$ cat src/logic/aps_pkg.sv
package aps_pkg;
  // ----------------------------------------
  // Timing
  // ----------------------------------------
  localparam int CLK_MHZ = 125;
  localparam int POR_NS = 10000;
  localparam int POR_CYC = (POR_NS * CLK_MHZ + 999) / 1000;
  localparam int WAKE_NS = 2000;
  localparam int WAKE_CYC = (WAKE_NS * CLK_MHZ + 999) / 1000;
  localparam int REF_SETTLE_US = 2000;
  localparam int REF_SETTLE_CYC = REF_SETTLE_US * CLK_MHZ;
  localparam int SCLK_LOW_KHZ = 4800;
  localparam int SLOW_HALF_CYC =
    (CLK_MHZ * 1000 + 2 * SCLK_LOW_KHZ - 1) / (2 * SCLK_LOW_KHZ);
  localparam int FAST_HALF_CYC = 8;
  // ----------------------------------------
  // Control byte and result
  // ----------------------------------------
  localparam int BIT_START = 7;
  localparam int BIT_UNI = 3;
  localparam int BIT_PM_HI = 1;
  localparam int BIT_PM_LO = 0;
  localparam int RES_BITS = 12;
  localparam int ACCEPT_AFTER = 6;
  localparam int XFER_CLKS = 24;
  localparam int FIRST_RES_RISE = 10;
  localparam int LSB_UV = 610;
  localparam int FIFO_DEPTH = 16;
  typedef enum logic [1:0] {
    PM_FULL = 2'h0, PM_FAST = 2'h1, PM_REDUCED = 2'h2, PM_NORMAL = 2'h3
  } aps_mode_t;
  typedef enum logic [1:0] {
    CMP_OFF = 2'h0, CMP_REDUCED = 2'h1, CMP_FULL = 2'h2
  } aps_cmp_t;
endpackage

$ cat src/logic/aps_link_if.sv
`timescale 1ns/100ps
`default_nettype none
interface aps_link_if;
  logic cs_n;
  logic sclk;
  logic din;
  logic hw_powerdown_n;
  logic dout;
  logic dout_oe_n;
  logic conversion_strobe;
  logic strobe_oe_n;
  modport dev (
    input cs_n, sclk, din, hw_powerdown_n,
    output dout, dout_oe_n, conversion_strobe, strobe_oe_n
  );
  modport host (
    output cs_n, sclk, din, hw_powerdown_n,
    input dout, dout_oe_n, conversion_strobe, strobe_oe_n
  );
endinterface
`default_nettype wire

$ cat src/logic/aps_device.sv
// Behaviour
// - Reset into normal mode, strobe low
// - Reset needs 10us; host waits
// - Data out shifts zeros before first conversion
// - Power mode from byte bits 1:0, or pin
// - 00 full, 01 fast, 10 reduced, 11 normal
// - Comparator and reference power per mode
// - Software power-down waits for conversion end
// - Shutdown pin aborts conversion, overrides mode
// - Serial port stays alive in software power-down
// - Enter programmed mode after each conversion
// - Start bit restores full power at once
// - Latch mode bits of each control byte
// - Ready 2us after full or hardware power-down
// - Fast and reduced modes need no wait
// - Host waits for internal reference settling after shutdown, not after full power-down
// - Host waits 2ms with internal reference
// - Host does dummy conversion after full power-down with external reference
// - Host keeps serial clock at most 4.8MHz in fast and reduced modes
// - Conversion starts on fall after eighth bit
// - New start bit only after result bit 6
// - Strobe one clock, then 12 result bits
// - Straight or two's complement, MSB first
`timescale 1ns/100ps
`default_nettype none
module aps_device
  import aps_pkg::*;
(
  input wire logic ref_clk,
  input wire logic rst_n,
  aps_link_if.dev link,
  input wire logic [RES_BITS-1:0] sample_code,
  output logic [1:0] power_mode,
  output logic [1:0] comparator_power,
  output logic reference_on,
  output logic converting,
  output logic ready,
  output logic [7:0] control_byte
);
  typedef enum logic [1:0] {
    CV_IDLE = 2'h0, CV_STROBE = 2'h1, CV_SHIFT = 2'h3
  } aps_cv_t;

  // ----------------------------------------
  // Pin synchronisers and clock edges
  // ----------------------------------------
  logic [3:0] sync1;
  logic [3:0] sync2;
  logic sclk_d;
  always_ff @(posedge ref_clk) begin
    if (!rst_n) begin
      sync1 <= 4'ha;
      sync2 <= 4'ha;
      sclk_d <= 1'b0;
    end else begin
      sync1 <= {link.hw_powerdown_n, link.din, link.cs_n, link.sclk};
      sync2 <= sync1;
      sclk_d <= sync2[0];
    end
  end
  wire sclk_s = sync2[0];
  wire cs_n_s = sync2[1];
  wire din_s = sync2[2];
  wire hw_off = ~sync2[3];
  wire rise = sclk_s & ~sclk_d;
  wire fall = ~sclk_s & sclk_d;

  // ----------------------------------------
  // Receiver and conversion state
  // ----------------------------------------
  aps_cv_t cv_state;
  logic [3:0] rx_cnt;
  logic [6:0] rx_sh;
  logic byte_done;
  logic [3:0] res_cnt;
  logic [RES_BITS-1:0] res_sh;
  logic awake;
  logic dout;
  logic strobe;
  logic [10:0] por_cnt;
  logic [7:0] wake_cnt;
  logic hw_off_d;

  wire accept_ok = (cv_state == CV_IDLE) ||
    (cv_state == CV_SHIFT && res_cnt >= 4'(ACCEPT_AFTER));
  wire bit_take = rise & ~cs_n_s & ~hw_off;
  wire start_bit = bit_take & (rx_cnt == 4'h0) & din_s & accept_ok;
  wire byte_end = bit_take & (rx_cnt == 4'h7);
  wire conv_go = fall & byte_done & ~cs_n_s;
  wire conv_end = fall & (cv_state == CV_SHIFT) &
    (res_cnt == 4'(RES_BITS));
  wire [RES_BITS-1:0] coded = control_byte[BIT_UNI] ? sample_code :
    {~sample_code[RES_BITS-1], sample_code[RES_BITS-2:0]};
  wire leave_full = start_bit & ~awake &
    (power_mode == PM_FULL);
  wire leave_hw = hw_off_d & ~hw_off;

  // ----------------------------------------
  // Power decode
  // ----------------------------------------
  logic [1:0] next_cmp;
  logic next_ref;
  always_comb begin
    next_cmp = CMP_FULL;
    next_ref = 1'b1;
    if (hw_off) begin
      next_cmp = CMP_OFF;
      next_ref = 1'b0;
    end else if (!awake && cv_state == CV_IDLE) begin
      case (power_mode)
        PM_FULL: begin
          next_cmp = CMP_OFF;
          next_ref = 1'b0;
        end
        PM_FAST: next_cmp = CMP_REDUCED;
        PM_REDUCED: next_cmp = CMP_REDUCED;
        PM_NORMAL: next_cmp = CMP_FULL;
        default: next_cmp = CMP_FULL;
      endcase
    end
  end

  // ----------------------------------------
  // Control byte receiver
  // ----------------------------------------
  always_ff @(posedge ref_clk) begin
    if (!rst_n) begin
      rx_cnt <= 4'h0;
      rx_sh <= 7'h00;
      byte_done <= 1'b0;
      control_byte <= 8'h00;
      power_mode <= PM_NORMAL;
    end else if (hw_off || cs_n_s) begin
      rx_cnt <= 4'h0;
      byte_done <= hw_off ? 1'b0 : byte_done;
    end else begin
      if (start_bit) begin
        rx_cnt <= 4'h1;
        rx_sh <= 7'h01;
      end else if (byte_end) begin
        rx_cnt <= 4'h0;
        control_byte <= {rx_sh, din_s};
        power_mode <= {rx_sh[0], din_s};
        byte_done <= 1'b1;
      end else if (bit_take && rx_cnt != 4'h0) begin
        rx_cnt <= rx_cnt + 4'h1;
        rx_sh <= {rx_sh[5:0], din_s};
      end
      if (conv_go) begin
        byte_done <= 1'b0;
      end
    end
  end

  // ----------------------------------------
  // Conversion sequencer
  // ----------------------------------------
  always_ff @(posedge ref_clk) begin
    if (!rst_n) begin
      cv_state <= CV_IDLE;
      res_cnt <= 4'h0;
      res_sh <= '0;
      dout <= 1'b0;
      strobe <= 1'b0;
      awake <= 1'b0;
    end else if (hw_off) begin
      cv_state <= CV_IDLE;
      res_cnt <= 4'h0;
      dout <= 1'b0;
      strobe <= 1'b0;
      awake <= 1'b0;
    end else begin
      if (start_bit) begin
        awake <= 1'b1;
      end else if (conv_end) begin
        awake <= 1'b0;
      end
      if (conv_go) begin
        cv_state <= CV_STROBE;
        strobe <= 1'b1;
        res_sh <= coded;
        res_cnt <= 4'h0;
        dout <= 1'b0;
      end else if (fall) begin
        case (cv_state)
          CV_STROBE: begin
            strobe <= 1'b0;
            cv_state <= CV_SHIFT;
            dout <= res_sh[RES_BITS-1];
            res_sh <= {res_sh[RES_BITS-2:0], 1'b0};
            res_cnt <= 4'h1;
          end
          CV_SHIFT: begin
            if (res_cnt == 4'(RES_BITS)) begin
              cv_state <= CV_IDLE;
              dout <= 1'b0;
            end else begin
              dout <= res_sh[RES_BITS-1];
              res_sh <= {res_sh[RES_BITS-2:0], 1'b0};
              res_cnt <= res_cnt + 4'h1;
            end
          end
          CV_IDLE: dout <= 1'b0;
          default: cv_state <= CV_IDLE;
        endcase
      end
    end
  end

  // ----------------------------------------
  // Power-up timing and status
  // ----------------------------------------
  always_ff @(posedge ref_clk) begin
    if (!rst_n) begin
      por_cnt <= 11'(POR_CYC);
      wake_cnt <= 8'h00;
      hw_off_d <= 1'b0;
      ready <= 1'b0;
      converting <= 1'b0;
      comparator_power <= CMP_FULL;
      reference_on <= 1'b1;
    end else begin
      hw_off_d <= hw_off;
      if (por_cnt != 11'h000) begin
        por_cnt <= por_cnt - 11'h001;
      end
      if (leave_full || leave_hw || hw_off) begin
        wake_cnt <= 8'(WAKE_CYC);
      end else if (wake_cnt != 8'h00) begin
        wake_cnt <= wake_cnt - 8'h01;
      end
      ready <= (por_cnt == 11'h000) && (wake_cnt == 8'h00) && !hw_off;
      converting <= (cv_state != CV_IDLE) && !hw_off;
      comparator_power <= next_cmp;
      reference_on <= next_ref;
    end
  end

  // ----------------------------------------
  // Pin drivers
  // ----------------------------------------
  logic oe_n;
  always_ff @(posedge ref_clk) begin
    if (!rst_n) begin
      oe_n <= 1'b1;
    end else begin
      oe_n <= cs_n_s | hw_off;
    end
  end
  assign link.dout = dout;
  assign link.conversion_strobe = strobe;
  assign link.dout_oe_n = oe_n;
  assign link.strobe_oe_n = oe_n;
endmodule
`default_nettype wire

$ cat src/flat_wrapper.sv
// flat-port wrapper written by rule: the top's interface ports become plain ports
module aps_device_flat import aps_pkg::*;
  (ref_clk, rst_n, sample_code, power_mode, comparator_power, reference_on, converting, ready, control_byte, link_cs_n, link_sclk, link_din, link_hw_powerdown_n, link_dout, link_dout_oe_n, link_conversion_strobe, link_strobe_oe_n);
  aps_link_if link_i ();
  input wire logic ref_clk;
  input wire logic rst_n;
  input wire logic [RES_BITS-1:0] sample_code;
  output logic [1:0] power_mode;
  output logic [1:0] comparator_power;
  output logic reference_on;
  output logic converting;
  output logic ready;
  output logic [7:0] control_byte;
  input wire logic [$bits(link_i.cs_n)-1:0] link_cs_n;
  input wire logic [$bits(link_i.sclk)-1:0] link_sclk;
  input wire logic [$bits(link_i.din)-1:0] link_din;
  input wire logic [$bits(link_i.hw_powerdown_n)-1:0] link_hw_powerdown_n;
  output wire logic [$bits(link_i.dout)-1:0] link_dout;
  output wire logic [$bits(link_i.dout_oe_n)-1:0] link_dout_oe_n;
  output wire logic [$bits(link_i.conversion_strobe)-1:0] link_conversion_strobe;
  output wire logic [$bits(link_i.strobe_oe_n)-1:0] link_strobe_oe_n;
  assign link_i.cs_n = link_cs_n;
  assign link_i.sclk = link_sclk;
  assign link_i.din = link_din;
  assign link_i.hw_powerdown_n = link_hw_powerdown_n;
  assign link_dout = link_i.dout;
  assign link_dout_oe_n = link_i.dout_oe_n;
  assign link_conversion_strobe = link_i.conversion_strobe;
  assign link_strobe_oe_n = link_i.strobe_oe_n;
  aps_device u_core (.ref_clk(ref_clk), .rst_n(rst_n), .link(link_i), .sample_code(sample_code), .power_mode(power_mode), .comparator_power(comparator_power), .reference_on(reference_on), .converting(converting), .ready(ready), .control_byte(control_byte));
endmodule
$ cat config.mk
export PLATFORM = sky130hd
export DESIGN_NAME = aps_device_flat
export DESIGN_NICKNAME = d
export VERILOG_FILES = /design/src/logic/aps_pkg.sv /design/src/logic/aps_link_if.sv /design/src/logic/aps_device.sv /design/src/flat_wrapper.sv
export SDC_FILE = /design/constraint.sdc
export NUM_CORES = 1
export LEC_CHECK = 0
export BUFFER_PORTS_ARGS = -buffer_cell sky130_fd_sc_hd__buf_2
export CAP_MARGIN = 20
export CORE_MARGIN = 1.5
export CORE_UTILIZATION = 52
export DETAILED_ROUTE_END_ITERATION = 10
export PLACE_DENSITY = 0.75
export RECOVER_POWER = 25
export SETUP_SLACK_MARGIN = 0.05
export SYNTH_ARGS = -nofsm -noshare
export SYNTH_HDL_FRONTEND = slang
export SYNTH_SLANG_ARGS = --single-unit
export TNS_END_PERCENT = 50
$ cat constraint.sdc
create_clock -name ref_clk -period 1.6 [get_ports ref_clk]
set_input_delay 0.32 -clock ref_clk [delete_from_list [all_inputs] [get_ports ref_clk]]
set_output_delay 0.32 -clock ref_clk [all_outputs]
set_load 0.02 [all_outputs]
==> run metrics, run 1 <==
prevailing post-synth register cell dfxtp_1; CP Data Arrival Time roughly 2000 ps; gr ovfl total 0; RSZ-0062 raised after global routing yes; CTS Sinks 78; Unique masters post-synth 57; CTS root buffer clkbuf_8; share of layout cells above drive strength 1 0.402; CTS Buf Count 9; Critical Path RT roughly 1900 ps; antenna cells 0; H-tree Lvls 3; vias in the first global route ~3100; final worst slack -111 ps; synth warn 0; core area between 6000 and 7000 sq um; Port Buffer Count 36; CP Max Fanout 6; # nets final around 520; largest net degree at the start of global routing 23; Worst setup EP type flip-flop; die width 85.0 um; Combinational Power Share 0.223; Worst slew margin 0.683; Avg Cell Area, Syn ~8.7 sq um; drt pass-1 iters 8; initial antenna violation count 0; Die Y between 80 and 90 um; initial core utilization 0.544; die area around 7200 sq um; Filler Cell Count 453; Final Cycle Share 1.07; routed via count 3276; P_sw 0.00139 W; Setup WS pre-CTS -101 ps; wire per inst 15.8 um; post-route ant nets 0; WS Path Type reg2reg; GRT Total Usage 0.247; hpwl dp 5.87 mm; critical path launch point type flip-flop; Reg2Reg Depth 5; CTS max path bufs 2; EDFF count, synth 0; drt total wl 8.96 mm; DRT iter0 DRCs 176; area grow syn2layout 37.1%; Async SR Flop Fraction 0; Setup-failing EPs final 4; PD cells approximately 1100 nW/um^2; Slew Limit Fails 0; leak pwr approximately 1.8 nW; num rows 29; Mapped Nets around 430; sequential fraction of design power 0.424; final RePlAce weighted congestion 0.844; I/O pin total 37; CTS tree yes; first-pass GRT wire length 14.4 mm; cells after synthesis between 400 and 500; DR vias/cell between 5 and 6; Fin. Hold Viols 0; final core occ 0.746; Min-Delay Path Class in2reg; WHS Path Cells 2; Peak VDD IR roughly 0.67 mV; Internal around 0.0037 W; clk_lat worst skew approximately 350 ps; failing checks DRC, setup timing; Sw Share 0.270; final non-filler cell area about 4800 sq um; Clock power frac 0.353; Netlist Area Pre-Place roughly 3500 sq um; clock transition at the registers of the reported paths 80 ps; #FFs+latches synth 78; post-synthesis sequential area ratio 0.447; placed cell areas ~4100 sq um; outcome finished, violations left; Final Critical Period about 1700 ps; FMAX about 580 MHz; DR DRC count 3; Design Power about 0.005 W; Final Skew 6.76 ps; worst slew pin tran between 400 and 500 ps; max-cap violations 0
-- synth_stat cells (2+ instances only) --
library cell,instances,share of area
a311oi_1,16,0.040
nor4_1,3,0.0054
or3_1,7,0.013
nor4b_1,2,0.0050
ha_1,14,0.050
or2_2,4,0.0072
nand2b_1,12,0.021
a211oi_1,2,0.0043
xnor2_1,7,0.018
a22oi_1,6,0.013
o21ai_0,10,0.014
nand3b_1,2,0.0043
clkbuf_1,11,0.012
nand2_1,62,0.067
and2_1,7,0.013
nand4_1,3,0.0054
dfxtp_1,78,0.45
o31ai_1,2,0.0043
o211ai_1,3,0.0064
a2111oi_0,2,0.0050
o21a_1,2,0.0043
nand4b_1,2,0.0050
inv_1,15,0.016
nand3_1,15,0.021
xor2_1,3,0.0075
buf_2,4,0.0057
mux2i_1,4,0.011
nor2_1,21,0.023
nor3_1,8,0.011
nor2b_1,6,0.011
or4_1,3,0.0064
nand4bb_1,3,0.0097
a21oi_1,38,0.054
-- final cells by class --
class,instances,area [sq um],share of cell area
clock buffer,10,138,0.0287
clock inverter,6,109,0.0227
inverter,16,60.1,0.0125
multi-input combinational,290,2150,0.449
sequential,78,1590,0.332
tap,77,96.3,0.0201
timing repair buffer,92,648,0.135
-- logic make-up after synthesis --
group / count (synthesis) / share of synthesized area
AND/OR/NAND/NOR: 168 / 0.251
AO/OA/AOI/OAI: 93 / 0.175
flip-flops: 78 / 0.447
buffers and inverters: 34 / 0.0412
adder cells (fa/ha/maj): 14 / 0.0501
XOR/XNOR: 10 / 0.0251
multiplexers: 4 / 0.0115
-- final timing paths --
kind,endpoint,start,slack [ps]
worst max-delay path,u_core.wake_cnt[6]$_SDFFE_PN0P_,u_core.wake_cnt[4]$_SDFFE_PN0P_,-110
worst min-delay path,u_core.sync1[1]$_SDFF_PN1_,link_cs_n,150
worst max register to register,u_core.wake_cnt[6]$_SDFFE_PN0P_,u_core.wake_cnt[4]$_SDFFE_PN0P_,-110
worst min register to register,u_core.sync2[3]$_SDFF_PN1_,u_core.sync1[3]$_SDFF_PN1_,410
-- cells in the final DEF, fill, tap and decap left out, types with 7 or more instances in the layout --
cell / count
dfxtp_1: 62
nand2_1: 59
buf_4: 48
buf_2: 36
a21oi_1: 34
nor2_1: 18
nand3_1: 14
dfxtp_2: 13
nand2b_1: 12
clkbuf_8: 10
a311oi_1: 9
inv_1: 8
o21ai_0: 8
inv_2: 7
a311oi_2: 7
xnor2_1: 7
-- per-stage QoR --
step / instances / TNS (ps) / hold WS, ps
after global routing: 569 / -1520 / 143
after floorplan: 401 / -268 / 386
after global placement: 547 / -153 / 389
final: 569 / -347 / 147
after detailed placement: 547 / -997 / 400
after CTS: 564 / -229 / 134
-- registers in the layout, indices dropped and copies added, names as in the netlist, 4 cells and up --
name and flops:
u_core.control_byte 8, u_core.por_cnt 11, u_core.res_cnt 4, u_core.res_sh 12, u_core.rx_cnt 4, u_core.rx_sh 7
u_core.sync1 4, u_core.sync2 4, u_core.wake_cnt 8
-- power groups by stage --
stage | sequential (W) | clock, W | combinational [W]
global route | 0.00218 | 0.00193 | 0.00125
CTS | 0.00216 | 0.00183 | 0.000993
finish | 0.00217 | 0.00181 | 0.00114
detailed placement | 0.00220 | 0 | 0.000932
global placement | 0.00219 | 0 | 0.000909
floorplan | 0.00220 | 0 | 0.000583
-- worst max-delay path, stage by stage, from the launching register on --
cell and delay, ps:
dfxtp_2 330, buf_4 150, or3_4 370, or4_4 520, a21oi_4 170, or3_1 120
-- routing by layer --
layer  global-route usage  up-vias  routed length (um)
li1                     -     1610                   -
met1                0.317     1568                3960
met2                0.408       81                4500
met3               0.0642       17                 339
met4               0.0790        0                 163
met5                    0        -                   0
-- repair_timing --
| item | in CTS | in global routing |
|---|---|---|
| hold buffers | 0 | 0 |
| pin swaps | 6 | 16 |
| setup endpoints to repair | 47 | 53 |
| cloned | 1 | 0 |
| buffers inserted | 0 | 5 |
| resized for setup | 42 | 57 |
(Power assumes the default switching activity.)
==> run 2, diff against run 1 <==
--- a/config.mk
+++ b/config.mk
@@ -11,2 +11,3 @@
 export CORE_UTILIZATION = 52
+export CTS_BUF_LIST = sky130_fd_sc_hd__clkbuf_16
 export DETAILED_ROUTE_END_ITERATION = 10
==> constraint.sdc (replaced) <==
create_clock -name ref_clk -period 1.6 [get_ports ref_clk]
set_input_delay 0.08 -clock ref_clk [delete_from_list [all_inputs] [get_ports ref_clk]]
set_output_delay 0.08 -clock ref_clk [all_outputs]
set_load 0.02 [all_outputs]
==> run metrics, run 2 (synthesis results as in run 1) <==
routed via count ~3300; Largest register FFs 12; Reg2Reg Depth 6; FMAX slightly below 600 MHz; Register Area between 1500 and 2000 sq um; Largest regs u_core.res_sh x12, u_core.por_cnt x11; gr ovfl total 0; HP Start sample_code[1]; clk_lat worst skew 340 ps; Total Neg Setup Slack -371 ps; WHS Path Cells 3; Internal around 0.004 W; M1 GR Usage 0.303; worst slew pin tran between 800 and 900 ps; PD cells about 1100 nW/um^2; DR DRC count 3; Clock power frac 0.370; Worst setup EP type flip-flop; RSZ-0062 raised after global routing yes; first-pass GRT wire length approximately 14 mm; CTS root buffer clkbuf_16; area grow syn2layout 39.7%; initial antenna violation count 0; P_sw 0.00148 W; Worst R2R Start u_core.cv_state[0]$_SDFFE_PN0P_; I/O pin total 37; grt met2 use 0.388; clock transition at the registers of the reported paths about 60 ps; outcome finished, violations left; DRT iter0 DRCs 128; initial core utilization 0.544; Die Y around 85 um; commonest non-fill, non-tap cells in the layout 69 x dfxtp_1, 59 x nand2_1, 48 x buf_4, 35 x a21oi_1, 25 x buf_2; GRT Total Usage 0.242; Fin. Hold Viols 0; Final Skew around 8.4 ps; largest net degree at the start of global routing 23; Slew Limit Fails 0; final RePlAce weighted congestion around 0.93; CP Max Fanout 13; drt total wl between 9 and 10 mm; WS Path Type reg2reg; share of layout cells above drive strength 1 0.356; vias in the first global route approximately 3000; die width about 85 um; Sw Share 0.276; GR Util met3 0.0554; max-cap violations 0; Worst slew margin 0.451; Final Critical Period roughly 1700 ps; Filler Cell Count approximately 420; final core occ 0.760; Setup-failing EPs final 10; Final Cycle Share 1.05; GR peak layer met2; # nets final between 500 and 600; Port Buffer Count 36; leak pwr 1.84 nW; sequential fraction of design power 0.405; antenna cells 0; most common cell after layout, fill and taps aside dfxtp_1; wire per inst 15.9 um; H-tree Lvls 3; Combinational Power Share 0.225; Hold Path Sink u_core.res_sh[1]$_SDFFE_PN0P_; core area 6420 sq um; final worst slack -85.1 ps; post-route ant nets 0; drt pass-1 iters 7; critical path launch point type flip-flop; flop2flop setup slack -90 ps; Design Power around 0.0054 W; CTS tree yes; DR vias/cell 5.79; failing checks DRC, setup timing; num rows 29; die area 7220 sq um; CP Data Arrival Time between 1500 and 2000 ps; CTS Buf Count 9; Peak VDD IR ~0.63 mV; CTS max path bufs 2; multi-input combinational cell area 2190 sq um; Min-Delay Path Class in2reg; FF-to-FF End u_core.res_sh[2]$_SDFFE_PN0P_; Critical Path RT approximately 1800 ps; hpwl dp 5.58 mm; largest reg by FF count u_core.res_sh; CTS Sinks ~80
run 2: cell count changes in the layout (fill, tap and decap cells not counted), sizes merged:
cell,previous run,this run
buf,92,80
clkbuf,10,21
dlygate4sd3,0,5
bufinv,3,1
clkinv,4,6
clkinvlp,0,1
run 2: what timing repair did:
| item | 4_1_cts | 5_1_grt |
|---|---|---|
| endpoints found under the hold margin | 5 | 0 |
| cloned | 1 | 1 |
| hold buffers | 5 | 0 |
| buffers inserted | 2 | 4 |
| pin swaps | 6 | 25 |
| endpoints found under the setup margin | 27 | 48 |
| resized for setup | 30 | 66 |
run 2: power groups by stage:
stage | Clock (W) | Combinational (W) | Sequential [W]
2_1_floorplan | 0 | 0.000583 | 0.00220
3_3_place_gp | 0 | 0.000877 | 0.00219
3_5_place_dp | 0 | 0.000895 | 0.00219
4_1_cts | 0.00201 | 0.000961 | 0.00216
5_1_grt | 0.00209 | 0.00132 | 0.00219
6_report | 0.00199 | 0.00121 | 0.00218
run 2: through the flow:
| stage | area (sq um) | hold slack [ps] | cells | worst slack [ps] |
|---|---|---|---|---|
| 6_report | 4880 | 5.08 | 574 | -85.1 |
| 5_1_grt | 4880 | 22.4 | 574 | -147 |
| 4_1_cts | 4590 | 1.76 | 569 | -68.8 |
| 3_5_place_dp | 4110 | 263 | 545 | -109 |
| 3_3_place_gp | 4110 | 267 | 545 | -72.4 |
| 2_1_floorplan | 3550 | 181 | 401 | -74.2 |
run 2: worst max path at each step:
stage / startpoint / endpoint / slack (ps) / depth (start not counted)
2_1_floorplan: u_core.rx_cnt[0]$_SDFFE_PP0P_ / u_core.wake_cnt[4]$_SDFFE_PN0P_ / -70 / 6
3_3_place_gp: u_core.wake_cnt[6]$_SDFFE_PN0P_ / u_core.wake_cnt[1]$_SDFFE_PN0P_ / -70 / 4
3_5_place_dp: u_core.wake_cnt[6]$_SDFFE_PN0P_ / u_core.wake_cnt[0]$_SDFFE_PP0P_ / -110 / 5
4_1_cts: u_core.wake_cnt[4]$_SDFFE_PN0P_ / u_core.wake_cnt[0]$_SDFFE_PP0P_ / -70 / 5
5_1_grt: u_core.wake_cnt[4]$_SDFFE_PN0P_ / u_core.wake_cnt[7]$_SDFFE_PN0P_ / -150 / 4
6_report: u_core.cv_state[0]$_SDFFE_PN0P_ / u_core.res_sh[2]$_SDFFE_PN0P_ / -90 / 6
run 2: area by class of cell:
cell class | instances | share of cell area
clock buffer | 9 | 0.0461
clock inverter | 7 | 0.0133
inverter | 16 | 0.0128
multi-input combinational | 290 | 0.448
sequential | 78 | 0.323
tap | 77 | 0.0197
timing repair buffer | 97 | 0.137
run 2: routing by layer:
layer / vias to the layer above / wire length [um]
met5: - / 0
met4: 0 / 311
met3: 29 / 410
met2: 81 / 4320
met1: 1590 / 4090
li1: 1621 / -
run 2: critical path, stage by stage, from the launching register on:
cell,delay (ps)
dfxtp_4,380
ha_4,190
and4_4,260
o31ai_4,70
buf_12,150
and2_4,190
a311oi_2,320
==> run 3, diff against run 2 <==
Settings changed: BUFFER_PORTS_ARGS -buffer_cell sky130_fd_sc_hd__buf_2 to unset, CORE_UTILIZATION 52 to 56, DONT_BUFFER_PORTS set to 1, PLACE_DENSITY 0.75 to 0.74.
==> run metrics, run 3 (synthesis results as in run 1) <==
P_sw 0.00154 W; sequential fraction of design power 0.393; hpwl dp 5.58 mm; share of layout cells above drive strength 1 0.327; first-pass GRT wire length between 15 and 20 mm; final RePlAce weighted congestion roughly 0.84; CTS Sinks a little under 80; # nets final 498; Peak VDD IR 0.937 mV; commonest non-fill, non-tap cells in the layout 64 x dfxtp_1, 60 x nand2_1, 38 x buf_4, 33 x a21oi_1, 23 x dlygate4sd3_1; PD cells roughly 1100 nW/um^2; GRT Total Usage 0.297; final non-filler cell area 4930 sq um; drt total wl 11.3 mm; max-cap violations 0; CTS root buffer clkbuf_16; core area approximately 6000 sq um; H-tree Lvls 3; worst slew pin tran about 500 ps; worst hold slack -188 ps; largest net degree at the start of global routing 34; Crit. Startpoint u_core.res_cnt[0]$_SDFFE_PP0P_; Min-Delay Path Class in2reg; critical path launch point type flip-flop; Final Critical Period between 1500 and 2000 ps; placed cell areas about 3900 sq um; Port Buffer Count 0; final core occ 0.828; initial core utilization 0.587; wire per inst roughly 21 um; routed via count about 3500; Largest regs u_core.res_sh x12, u_core.por_cnt x11; vias in the first global route between 3000 and 4000; Worst setup EP type flip-flop; clk_lat worst skew roughly 340 ps; Slew Limit Fails 0; Total Neg Setup Slack -825 ps; gr ovfl total 0; Post-CTS Hold Buffers 23; final worst slack -131 ps; Final Skew 6.42 ps; most common cell after layout, fill and taps aside dfxtp_1; Combinational Power Share 0.215; Fin. Hold Viols 15; Die Y approximately 82 um; Worst slew margin 0.663; Setup-failing EPs final 18; WS Path Type reg2reg; Internal around 0.0041 W; DR DRC count 0; HP Start rst_n; RSZ-0062 raised after global routing yes; CTS max path bufs 2; CP bufs+invs 3; peak per-stage delay on the critical path around 320 ps; area grow syn2layout 41.0%; num rows 28; Sw Share 0.274; die width between 80 and 90 um; CTS tree yes; failing checks hold timing, setup timing; CTS Buf Count 9; Critical Path RT about 1800 ps; Largest register FFs 12; crit-path cells inv_2 -> ha_2 -> buf_4 -> nand3_1 -> a211oi_2 -> buf_4 -> mux2i_1 -> a21oi_1; CP top delay family compound AO/OA/AOI/OAI gates; largest reg by FF count u_core.res_sh; Final Cycle Share 1.08; clock transition at the registers of the reported paths around 60 ps; Worst R2R Start u_core.res_cnt[0]$_SDFFE_PP0P_; CP Max Fanout 2; CP max stage cell dfxtp_2; die area just under 7000 sq um; Clock power frac 0.392; I/O pin total 37; CP dominant cell by count buf_4; post-route ant nets 0; DRT iter0 DRCs 308; antenna cells 0; FMAX ~580 MHz; outcome finished, violations left; CP Data Arrival Time between 1500 and 2000 ps; leak pwr 1.75 nW; drt pass-1 iters 5; initial antenna violation count 0; DR vias/cell 6.36
[run 3: cell types whose count changed in the layout (fill, tap and decap cells not counted), sizes merged]
cell / previous run / this run
bufinv: 1 / 2
clkbuf: 21 / 10
buf: 80 / 47
dlygate4sd3: 5 / 23
clkinv: 6 / 5
[run 3: worst paths after layout]
| kind | cells after the start | slack, ps | endpoint |
|---|---|---|---|
| min reg2reg | 2 | 500 | u_core.control_byte[5]$_SDFFE_PN0P_ |
| min | 1 | -190 | u_core.comparator_power[1]$_SDFF_PN1_ |
| max reg2reg | 8 | -130 | u_core.cv_state[0]$_SDFFE_PN0P_ |
| max | 8 | -130 | u_core.cv_state[0]$_SDFFE_PN0P_ |
[run 3: stage by stage]
stage | total power [W] | setup slack, ps | std cells
global placement | 0.00302 | -80.5 | 500
finish | 0.00562 | -131 | 546
CTS | 0.00527 | -53.8 | 541
detailed placement | 0.00304 | -140 | 500
floorplan | 0.00278 | -74.2 | 401
global route | 0.00580 | -198 | 546
[run 3: repair_timing]
action / CTS / global route
gates cloned: 1 / 0
pin swaps: 5 / 23
buffers inserted: 1 / 6
setup endpoints to repair: 48 / 55
gates resized for setup: 41 / 66
endpoints found under the hold margin: 36 / 16
[run 3: area by class of cell]
| class | instances | area, sq um |
|---|---|---|
| clock buffer | 9 | 225 |
| inverter | 16 | 62.6 |
| fill | 319 | 1030 |
| tap | 75 | 93.8 |
| multi-input combinational | 290 | 2240 |
| clock inverter | 7 | 88.8 |
| sequential | 78 | 1580 |
| timing repair buffer | 71 | 629 |
[run 3: layer usage]
layer,wire (um),track usage,vias up
li1,-,-,1564
met1,4610,0.355,1708
met2,5590,0.503,144
met3,550,0.0678,54
met4,518,0.141,0
met5,0,0,-
[run 3: power groups by stage]
stage	Clock [W]	Sequential [W]	Combinational (W)
4_1_cts	0.00217	0.00218	0.000930
3_5_place_dp	0	0.00221	0.000826
5_1_grt	0.00227	0.00222	0.00130
6_report	0.00220	0.00221	0.00121
2_1_floorplan	0	0.00220	0.000583
3_3_place_gp	0	0.00221	0.000810
